`src/hdl/feat_ctl_pkg.sv`:
```
// Constants, codes and encodings for the feature control decoder
package feat_ctl_pkg;

    // ************************************************************
    // Key sector codes
    // ************************************************************
    localparam logic [15:0] ACTION_FEATURE_CTL = 16'h0004;  // Feature control action
    localparam logic [15:0] FUNC_SET_STATE     = 16'h0001;  // Set state
    localparam logic [15:0] FUNC_GET_STATE     = 16'h0002;  // Return state
    localparam logic [15:0] FUNC_GET_OPTIONS   = 16'h0003;  // Return option flags
    localparam logic [15:0] FEAT_WRITE_CACHE   = 16'h0001;  // Write cache control feature

    // ************************************************************
    // Write cache feature states
    // ************************************************************
    localparam logic [15:0] WC_BY_SETF    = 16'h0001;       // Governed by SET FEATURES
    localparam logic [15:0] WC_FORCE_ON   = 16'h0002;       // Forced enabled
    localparam logic [15:0] WC_FORCE_OFF  = 16'h0003;       // Forced disabled
    localparam logic [15:0] WC_DEFAULT    = WC_BY_SETF;     // State after power-up

    // ************************************************************
    // Option flags
    // ************************************************************
    localparam int          OPT_PERSIST_BIT = 0;            // Persist across power cycles
    localparam logic [15:0] OPT_FLAGS_WC    = 16'h0001;     // Flags reported for write cache

    // ************************************************************
    // Taskfile answers
    // ************************************************************
    localparam logic [7:0] ERR_OK      = 8'h00;             // Error on success
    localparam logic [7:0] STAT_OK     = 8'h50;             // Status on success
    localparam logic [7:0] ERR_ABORT   = 8'h04;             // Error on abort
    localparam logic [7:0] STAT_ERR    = 8'h51;             // Status on abort
    localparam logic [7:0] TF_RESERVED = 8'h00;             // Reserved fields read zero

    // ************************************************************
    // Reset values
    // ************************************************************
    localparam logic SETF_WCE_DEFAULT = 1'b1;               // SET FEATURES cache enable at power-up
    localparam int   IDW85_WCE_BIT    = 5;                  // Identify word 85 cache bit

endpackage : feat_ctl_pkg

```
`src/hdl/feat_ctl_decoder.sv`:
```
// Feature control command decoder with write cache control
module feat_ctl_decoder
    import feat_ctl_pkg::*;
(
    // Clock and reset
    input  wire logic        clk,             // 100 MHz clock
    input  wire logic        nrst,            // Power-on reset, sync, active low
    input  wire logic        hard_reset,      // Hard reset pulse from transport
    // Key sector request
    input  wire logic        cmd_valid,       // Key sector ready, one-cycle pulse
    input  wire logic [15:0] key_action,      // Word 0
    input  wire logic [15:0] key_function,    // Word 1
    input  wire logic [15:0] key_feature,     // Word 2
    input  wire logic [15:0] key_state,       // Word 3
    input  wire logic [15:0] key_options,     // Word 4
    // Taskfile answer
    output logic             cmd_done,        // Answer valid, one-cycle pulse
    output logic [7:0]       tf_error,        // Error register
    output logic [7:0]       tf_sec_count,    // Sector count register
    output logic [7:0]       tf_sec_number,   // Sector number register
    output logic [7:0]       tf_status,       // Status register
    // SET FEATURES write cache request
    input  wire logic        setf_valid,      // Request pulse
    input  wire logic        setf_enable,     // 1 enable, 0 disable
    output logic             setf_done,       // Completion pulse, never errors
    // Non-volatile store
    input  wire logic        nv_restore,      // Load persisted state pulse
    input  wire logic [15:0] nv_restore_state,// Persisted state from media
    output logic             nv_save,         // Persist request pulse
    output logic [15:0]      nv_save_state,   // State to persist
    // Cache state
    output logic             cache_enable,    // Actual write cache enable
    output logic [15:0]      id_word85_mask,  // Identify word 85, cache bit only
    output logic [15:0]      wc_state_out     // Current feature state
);

    // ************************************************************
    // State
    // ************************************************************
    logic [15:0] wc_state;          // Active feature state
    logic [15:0] next_wc_state;
    logic [15:0] pers_state;        // Last persistent state
    logic [15:0] next_pers_state;
    logic        setf_wce;          // SET FEATURES cache request
    logic        next_setf_wce;
    logic        cache_on;          // Resolved enable

    logic        next_cmd_done;
    logic [7:0]  next_tf_error;
    logic [7:0]  next_tf_sec_count;
    logic [7:0]  next_tf_sec_number;
    logic [7:0]  next_tf_status;
    logic        next_setf_done;
    logic        next_nv_save;
    logic [15:0] next_nv_save_state;
    logic        next_cache_enable;

    // ************************************************************
    // Helpers
    // ************************************************************

    // Legal write cache state
    // Anything else is refused on a set and dropped on a restore
    function automatic logic wc_state_ok(input logic [15:0] s);
        wc_state_ok = (s == WC_BY_SETF) || (s == WC_FORCE_ON) || (s == WC_FORCE_OFF);
    endfunction

    // ************************************************************
    // Policy
    // ************************************************************
    // Combinational resolver, its output is registered below
    wc_policy u_policy (
        .wc_state (wc_state),
        .setf_wce (setf_wce),
        .cache_on (cache_on)
    );

    // ************************************************************
    // Next state
    // ************************************************************

    // Decode key sector, SET FEATURES, resets and restores
    // Priority for the feature state, lowest first:
    //   media restore, hard reset, then a key sector set.
    // A set that lands with a hard reset wins, so the host
    // never sees an accepted command silently undone.
    // SET FEATURES touches only its own enable bit and
    // therefore never competes with the other sources.
    always_comb begin
        // Hold all state unless an event below moves it
        next_wc_state      = wc_state;
        next_pers_state    = pers_state;
        next_setf_wce      = setf_wce;
        // Pulses fall back after one cycle, answers hold
        next_cmd_done      = 1'b0;
        next_tf_error      = tf_error;
        next_tf_sec_count  = tf_sec_count;
        next_tf_sec_number = tf_sec_number;
        next_tf_status     = tf_status;
        next_setf_done     = 1'b0;
        next_nv_save       = 1'b0;
        next_nv_save_state = nv_save_state;
        // Cache follows the resolver one stage late
        next_cache_enable  = cache_on;

        // Persisted state loaded from media
        // Illegal codes from the media are dropped, so a corrupt
        // copy cannot wedge the cache in an undefined mode
        if (nv_restore && wc_state_ok(nv_restore_state)) begin
            next_pers_state = nv_restore_state;
            next_wc_state   = nv_restore_state;
        end

        // Hard reset drops volatile changes
        // The SET FEATURES bit survives, only the feature state reverts
        if (hard_reset) begin
            next_wc_state = pers_state;
        end

        // SET FEATURES is always stored; forced states mask it
        if (setf_valid) begin
            next_setf_wce  = setf_enable;
            next_setf_done = 1'b1;
        end

        // Key sector command
        if (cmd_valid) begin
            // Abort answer first, a legal request overwrites it
            next_cmd_done      = 1'b1;
            next_tf_error      = ERR_ABORT;
            next_tf_status     = STAT_ERR;
            next_tf_sec_count  = TF_RESERVED;
            next_tf_sec_number = TF_RESERVED;
            // Only words 0 to 4 and option bit 0 are looked at
            if (key_action == ACTION_FEATURE_CTL && key_feature == FEAT_WRITE_CACHE) begin
                unique case (key_function)
                    FUNC_SET_STATE: begin
                        // Unknown states abort and change nothing
                        if (wc_state_ok(key_state)) begin
                            next_wc_state  = key_state;
                            next_tf_error  = ERR_OK;
                            next_tf_status = STAT_OK;
                            // Reload value and media copy move together
                            if (key_options[OPT_PERSIST_BIT]) begin
                                next_pers_state    = key_state;
                                next_nv_save       = 1'b1;
                                next_nv_save_state = key_state;
                            end
                        end
                    end
                    FUNC_GET_STATE: begin
                        // Reading never changes the state
                        next_tf_sec_count  = wc_state[7:0];
                        next_tf_sec_number = wc_state[15:8];
                        next_tf_error      = ERR_OK;
                        next_tf_status     = STAT_OK;
                    end
                    FUNC_GET_OPTIONS: begin
                        next_tf_sec_count  = OPT_FLAGS_WC[7:0];
                        next_tf_sec_number = OPT_FLAGS_WC[15:8];
                        next_tf_error      = ERR_OK;
                        next_tf_status     = STAT_OK;
                    end
                    default: begin
                        // Unknown function aborts
                        next_tf_error = ERR_ABORT;
                    end
                endcase
            end
        end
    end

    // ************************************************************
    // Registers
    // ************************************************************

    // Register all state, power-on reset restores defaults
    // nrst stands for a power cycle: the persistent copy
    // only comes back through a media restore
    always_ff @(posedge clk) begin
        if (!nrst) begin
            wc_state      <= WC_DEFAULT;
            pers_state    <= WC_DEFAULT;
            setf_wce      <= SETF_WCE_DEFAULT;
            cmd_done      <= 1'b0;
            tf_error      <= ERR_OK;
            tf_sec_count  <= TF_RESERVED;
            tf_sec_number <= TF_RESERVED;
            tf_status     <= STAT_OK;
            setf_done     <= 1'b0;
            nv_save       <= 1'b0;
            nv_save_state <= WC_DEFAULT;
            cache_enable  <= SETF_WCE_DEFAULT;
        end else begin
            wc_state      <= next_wc_state;
            pers_state    <= next_pers_state;
            setf_wce      <= next_setf_wce;
            cmd_done      <= next_cmd_done;
            tf_error      <= next_tf_error;
            tf_sec_count  <= next_tf_sec_count;
            tf_sec_number <= next_tf_sec_number;
            tf_status     <= next_tf_status;
            setf_done     <= next_setf_done;
            nv_save       <= next_nv_save;
            nv_save_state <= next_nv_save_state;
            cache_enable  <= next_cache_enable;
        end
    end

    // ************************************************************
    // Outputs
    // ************************************************************

    // Identify word 85 carries the actual cache state in bit 5
    always_comb begin
        id_word85_mask                = 16'h0000;
        id_word85_mask[IDW85_WCE_BIT] = cache_enable;
    end

    // Current state for the host side and status logic
    assign wc_state_out = wc_state;

endmodule // feat_ctl_decoder

```
`src/hdl/wc_policy.sv`:
```
// Write cache policy resolver: feature state against SET FEATURES
module wc_policy
    import feat_ctl_pkg::*;
(
    // Inputs
    input  wire logic [15:0] wc_state,   // Write cache feature state
    input  wire logic        setf_wce,   // Cache enable held by SET FEATURES
    // Output
    output logic             cache_on    // Resolved cache enable
);

    // ************************************************************
    // Resolution
    // ************************************************************

    // Forced states override the SET FEATURES setting
    always_comb begin
        unique case (wc_state)
            WC_FORCE_ON:  cache_on = 1'b1;
            WC_FORCE_OFF: cache_on = 1'b0;
            default:      cache_on = setf_wce;
        endcase
    end

endmodule // wc_policy

```
`config.mk`:
```
export PLATFORM = sky130hd
export DESIGN_NAME = feat_ctl_decoder
export DESIGN_NICKNAME = d
export VERILOG_FILES = /design/src/hdl/feat_ctl_pkg.sv /design/src/hdl/feat_ctl_decoder.sv /design/src/hdl/wc_policy.sv
export SDC_FILE = /design/constraint.sdc
export NUM_CORES = 1
export LEC_CHECK = 0
export BUFFER_PORTS_ARGS = -buffer_cell sky130_fd_sc_hd__buf_2
export CORE_AREA = 2 2 104 81
export CTS_CLUSTER_SIZE = 25
export DETAILED_ROUTE_END_ITERATION = 8
export DIE_AREA = 0 0 106 83
export PLACE_DENSITY = 0.84
export SKIP_CTS_REPAIR_TIMING = 1
export SYNTH_ARGS = -nofsm -noshare
export SYNTH_HDL_FRONTEND = slang
export SYNTH_SLANG_ARGS = --single-unit
```
`constraint.sdc`:
```
create_clock -name clk -period 2.45 [get_ports clk]
set_input_delay 0.49 -clock clk [delete_from_list [all_inputs] [get_ports clk]]
set_output_delay 0.49 -clock clk [all_outputs]
set_load 0.02 [all_outputs]
```
# --- Yosys cells after proc, flatten, opt, wreduce, memory -nomap -nowiden ---
# Index checks and enable logic that the tools add are counted.
# Widths: inputs -> output; s select.
word_totals:
  in_bits: 103
  ff_bits: 85
  output_inout_bits: 84
  wordCells: 60
op_classes:
  n_eq_ne: 13
  n_reduce_logical: 9
  muxes: 26
ops:
  columns: ["op", "n"]
  rows:
  - ["$mux 16", 12]
  - ["$eq 16x2->1 const B", 8]
  - ["$eq 16x1->1 const B", 4]
  - ["$mux 8", 4]
  - ["$pmux 8 s2", 2]
  - ["$eq 16x3->1 const B", 1]
  - ["$reduce_and 5->1", 2]
  - ["$mux 1", 5]
  - ["$logic_or 1x1->1", 4]
  - ["$pmux 1 s2", 2]
  - ["$mux 3", 1]
  - ["$logic_and 1x1->1", 2]
  - ["$reduce_or 2->1", 1]

# --- Longest topological paths before layout ---
logic_depth:
  ltp_word: 10
  ltp_mapped: 7
  depth_no_buf: 5

# --- By module ---
# Synthesis repeated with hierarchy kept, for this count alone.
unflattened:
  cells_unflattened: 286
  area_unflattened_um2: 2803.9
modules_own_cells:
  columns: ["mod", "cells_per_inst", "seq_area_each_um2", "n_inst", "area_each_um2"]
  rows:
  - ["feat_ctl_decoder", 279, 1401.3, 1, 2751.4]
  - ["wc_policy", 7, 0.0, 1, 52.6]

# --- Worst setup path before layout ---
# No wires, ideal clock.
synth_timing:
  path_kind: "input port to flip-flop"
  startpoint: "in key_state[6]"
  endpoint: "reg nv_save_state[0]"
  setup_ns: 0.121
  t_arrival_ns: 1.793
  path_slack_ns: 0.536
  required_ns: 2.329
  path_stages: 5
  path_buffers: 0
  path_cell_list: "or4_1 -> nor2_1 -> and4_4 -> nand2_4 -> mux2_4"
synth_between:
  elab_chain_len: 4
  elab_cells_between_ends: 6
  classes_between: "eq/ne (3); reduce/logical (3)"
synth_lines:
  columns: ["element", "line", "text"]
  rows:
  - ["start: declaration", "feat_ctl_decoder.sv:14", "input wire logic [15:0] key_state,"]
  - ["$eq 16x1->1 or $eq 16x2->1 (tied branches)", "feat_ctl_decoder.sv:65", "wc_state_ok = (s == WC_BY_SETF) || (s == WC_FORCE_ON) || (s == WC_FORCE_OFF);"]
  - ["$logic_or 1x1->1", "feat_ctl_decoder.sv:65", null]
  - ["$logic_or 1x1->1 *", "feat_ctl_decoder.sv:65", null]
  - ["$reduce_and 5->1 (no source line) *", null, null]
  - ["end signal: assignment", "feat_ctl_decoder.sv:205", "nv_save_state <= next_nv_save_state;"]
  - ["end: declaration", "feat_ctl_decoder.sv:30", "output logic [15:0] nv_save_state,"]
# Every way passes the cells marked *; elsewhere a longest branch is shown, timed or not.
# A chain may end at the register's enable or synchronous reset.

# --- Worst setup path in the final report ---
layout_timing:
  startpoint: "in key_feature[12]"
  endpoint: "reg pers_state[13]"
layout_between:
  elab_chain_len: 4
layout_lines:
  columns: ["element", "line", "text"]
  rows:
  - ["start: declaration", "feat_ctl_decoder.sv:13", "input wire logic [15:0] key_feature,"]
  - ["$eq 16x1->1", "feat_ctl_decoder.sv:135", "if (key_action == ACTION_FEATURE_CTL && key_feature == FEAT_WRITE_CACHE) begin"]
  - ["$logic_and 1x1->1", "feat_ctl_decoder.sv:135", null]
  - ["$mux 16", "feat_ctl_decoder.sv:135", null]
  - ["$mux 16", "feat_ctl_decoder.sv:127", "if (cmd_valid) begin"]
  - ["end signal: assignment", "feat_ctl_decoder.sv:196", "pers_state <= next_pers_state;"]
  - ["end: declaration", "feat_ctl_decoder.sv:42", "logic [15:0] pers_state;"]
# Every way passes these cells.

==> results_dict.tcl <==
set metrics [dict create \
    finalCriticalPeriod_ns 1.84 \
    place_area_um2 3710 \
    final_cell_area_um2 3910 \
    dpl.hpwl_um 6210 \
    synthCells 324 \
    tns_ns 0 \
    grt_usage_pct 19.1 \
    drtPass1Iterations 4 \
    core_um2 7740 \
    ant_nets 0 \
    synth_cell_types 44 \
    wl_met1_um 3350 \
    setup_viol 0 \
    grt_max_degree 29 \
    wl_met3_um 647 \
    crit_chain "buf_2, nor4_2, nand4_2, nor3_4, a21oi_4, and3_1" \
    max_stage_delay_ns 0.44 \
    path_class "primary input to flip-flop" \
    grt_pass1_wl_um 13600 \
    boundaryPins 187 \
    leakagePower_nw 1.88 \
    io_buffers 142 \
    max_freq_mhz 542 \
    synthMuxAreaShare_pct 1.65 \
    via_per_inst 4.83 \
    die_x_um 106 \
    fin_skew_ns 0.00552 \
    cp_slowest_cell "nor3_4" \
    cp-end-kind "flip-flop" \
    yosys_register_bits 70 \
    yosysSeqAreaShare_pct 46.2 \
    place_congestion 0.835 \
    drc 0 \
    regArea_um2 1400 \
    globalRouteOverflowTotal 0 \
    final_common_cell "buf_2" \
    slew_viol_final 0 \
    fin_nets 569 \
    drive_gt1_share_pct 38.4 \
    synth_top_family_by_area "simple AND/OR/NAND/NOR gates" \
    synth-warning-count 0 \
    synth_xor_area_share_pct 0 \
    finalHoldViolations 0 \
    status "finished, final reports clean" \
    wl_per_cell_um 14.2 \
    cp.required_ns 2.68 \
    postSynthAreaPerCell_um2 9.36 \
    clk_pin_slew_ns 0.07 \
    rows 28 \
    initial_core_util_pct 39.2 \
    period_share_pct 75.3 \
    cts_root_buffer "clkbuf_8" \
    nFillCells 722 \
    crit_fanout 28 \
    utilization_pct 50.5 \
    p_per_area_nw_per_um2 581 \
    top_layer_used "met4" \
    crit_arrival_ns 2.08 \
    grt_pass1_vias 2802 \
    worst-path-buf-inv 1 \
    irDropWorstVdd_mv 0.292 \
    finalPower_mw 2.27 \
    min_path_type "primary input to flip-flop" \
    relSlewSlack_pct 62.4 \
    clockBufferDepth 2 \
    drt_iter0_markers 129 \
    syn_area_um2 3030 \
    synth-adder-area-share_pct 0 \
    final_cell_mix "buf_2, dfxtp_1, a21oi_1, conb_1, nand2_1" \
    tightest_slew_ns 0.556 \
    cp-start-kind "primary input" \
    tritoncts "done" \
    insertedDiodeCount 0 \
    vias 2783 \
    htreeDepth 3 \
    rsz0062_at_grt "no" \
    maxCapViolations 0 \
    synth-simple-area-share_pct 32.4 \
    area_delta_synth_final_pct 28.9 \
    die_area_um2 8800 \
    drt_wl_total_um 8170 \
    critPathTopFamily "simple AND/OR/NAND/NOR gates" \
    synth-compound-area-share_pct 8.95 \
    antenna_found_initial 0 \
    clk_latency_ns 0.34 \
    die_h_um 83 \
    numClockSinks 70 \
    multiInputGateArea_um2 1410 \
    numCtsBuffers 9 \
    wl_met2_um 4000 \
]
[state kept, by name, summed over array words and instances, names as in the netlist, 8 cells and up]
name           count
wc_state_out      16
pers_state        16
tf_sec_count       8
nv_save_state     16
tf_sec_number      8
[per-stage QoR]
step | instances | hold slack [ns] | setup slack, ns
floorplan | 351 | 0.427 | 0.536
global placement | 560 | 0.436 | 0.302
detailed placement | 560 | 0.439 | 0.242
CTS | 576 | 0.367 | 0.612
global route | 576 | 0.381 | 0.506
finish | 576 | 0.371 | 0.605
[cell type report]
cell class	count	share of cell area, %
Sequential cell	70	35.8
Tap cell	105	3.36
Clock buffer	12	3.97
Timing Repair Buffer	148	19.3
Multi-Input combinational cell	235	36.2
Inverter	2	0.192
Clock inverter	4	1.15
[path summary, 6_finish.rpt]
path              slack [ns]  cells past startpoint                             end                            from
hold / removal          0.37                      3           setf_wce$_SDFFE_PN1P_                     setf_enable
setup reg to reg        1.16                      4         cache_enable$_SDFF_PN1_      wc_state_out[3]$_SDFF_PN0_
hold reg to reg         0.45                      1  nv_save_state[11]$_SDFFE_PN0P_  nv_save_state[11]$_SDFFE_PN0P_
setup / recovery        0.61                      6       pers_state[13]$_SDFF_PN0_                 key_feature[12]
[logic make-up (layout without fill, tap and decap cells)]
| kind of cell | count (synthesis) | in the layout |
|---|---|---|
| AO/OA/AOI/OAI | 44 | 44 |
| buffers and inverters | 46 | 166 |
| flip-flops | 70 | 70 |
| multiplexers | 4 | 4 |
| other | 2 | 29 |
| AND/OR/NAND/NOR | 158 | 158 |
[routing by layer]
layer / GRT usage [%] / up-vias
li1: - / 1372
met1: 22.3 / 1277
met2: 32.3 / 118
met3: 6.36 / 16
met4: 7.42 / 0
met5: 0 / -
[Yosys cell counts, drive strengths merged]
| library cell | count | area share (%) |
|---|---|---|
| o21bai | 1 | 0.25 |
| a21o | 1 | 0.25 |
| a211oi | 1 | 0.25 |
| nor2b | 15 | 3.1 |
| o2111ai | 1 | 0.49 |
| o21a | 1 | 0.25 |
| a211o | 1 | 0.29 |
| a31oi | 2 | 0.41 |
| o211ai | 2 | 0.49 |
| dfxtp | 70 | 46 |
| and3 | 17 | 3.5 |
| nor3 | 4 | 1.2 |
| and2 | 16 | 3.3 |
| buf | 37 | 9.4 |
| nor3b | 1 | 0.25 |
| nor2 | 19 | 2.4 |
| nand2b | 4 | 0.82 |
| inv | 1 | 0.12 |
| a221oi | 1 | 0.29 |
| nor4b | 12 | 4.1 |
| or4 | 2 | 0.49 |
| and4 | 1 | 0.37 |
| conb | 2 | 0.25 |
| a21bo | 1 | 0.33 |
| mux2 | 2 | 0.99 |
| clkbuf | 7 | 0.87 |
| nand2 | 24 | 3.2 |
| nand3 | 16 | 2.6 |
| mux2i | 2 | 0.66 |
| a21oi | 31 | 5.5 |
| clkinv | 1 | 0.12 |
| nand4 | 9 | 2.1 |
| nor4 | 18 | 5.0 |
| o21ai | 1 | 0.16 |
[report_power, final]
part	internal, mW	switching [mW]
Sequential	1.14	0.00334
Combinational	0.0765	0.131
Clock	0.521	0.398
Total	1.74	0.533
[worst register-to-register path, delay by kind of cell, from the launching register on]
family | cells | cell delay (ns)
flip-flops | 1 | 0.35
AO/OA/AOI/OAI | 1 | 0.09
AND/OR/NAND/NOR | 3 | 0.73
No activity file was read; power rests on OpenSTA's default activity.
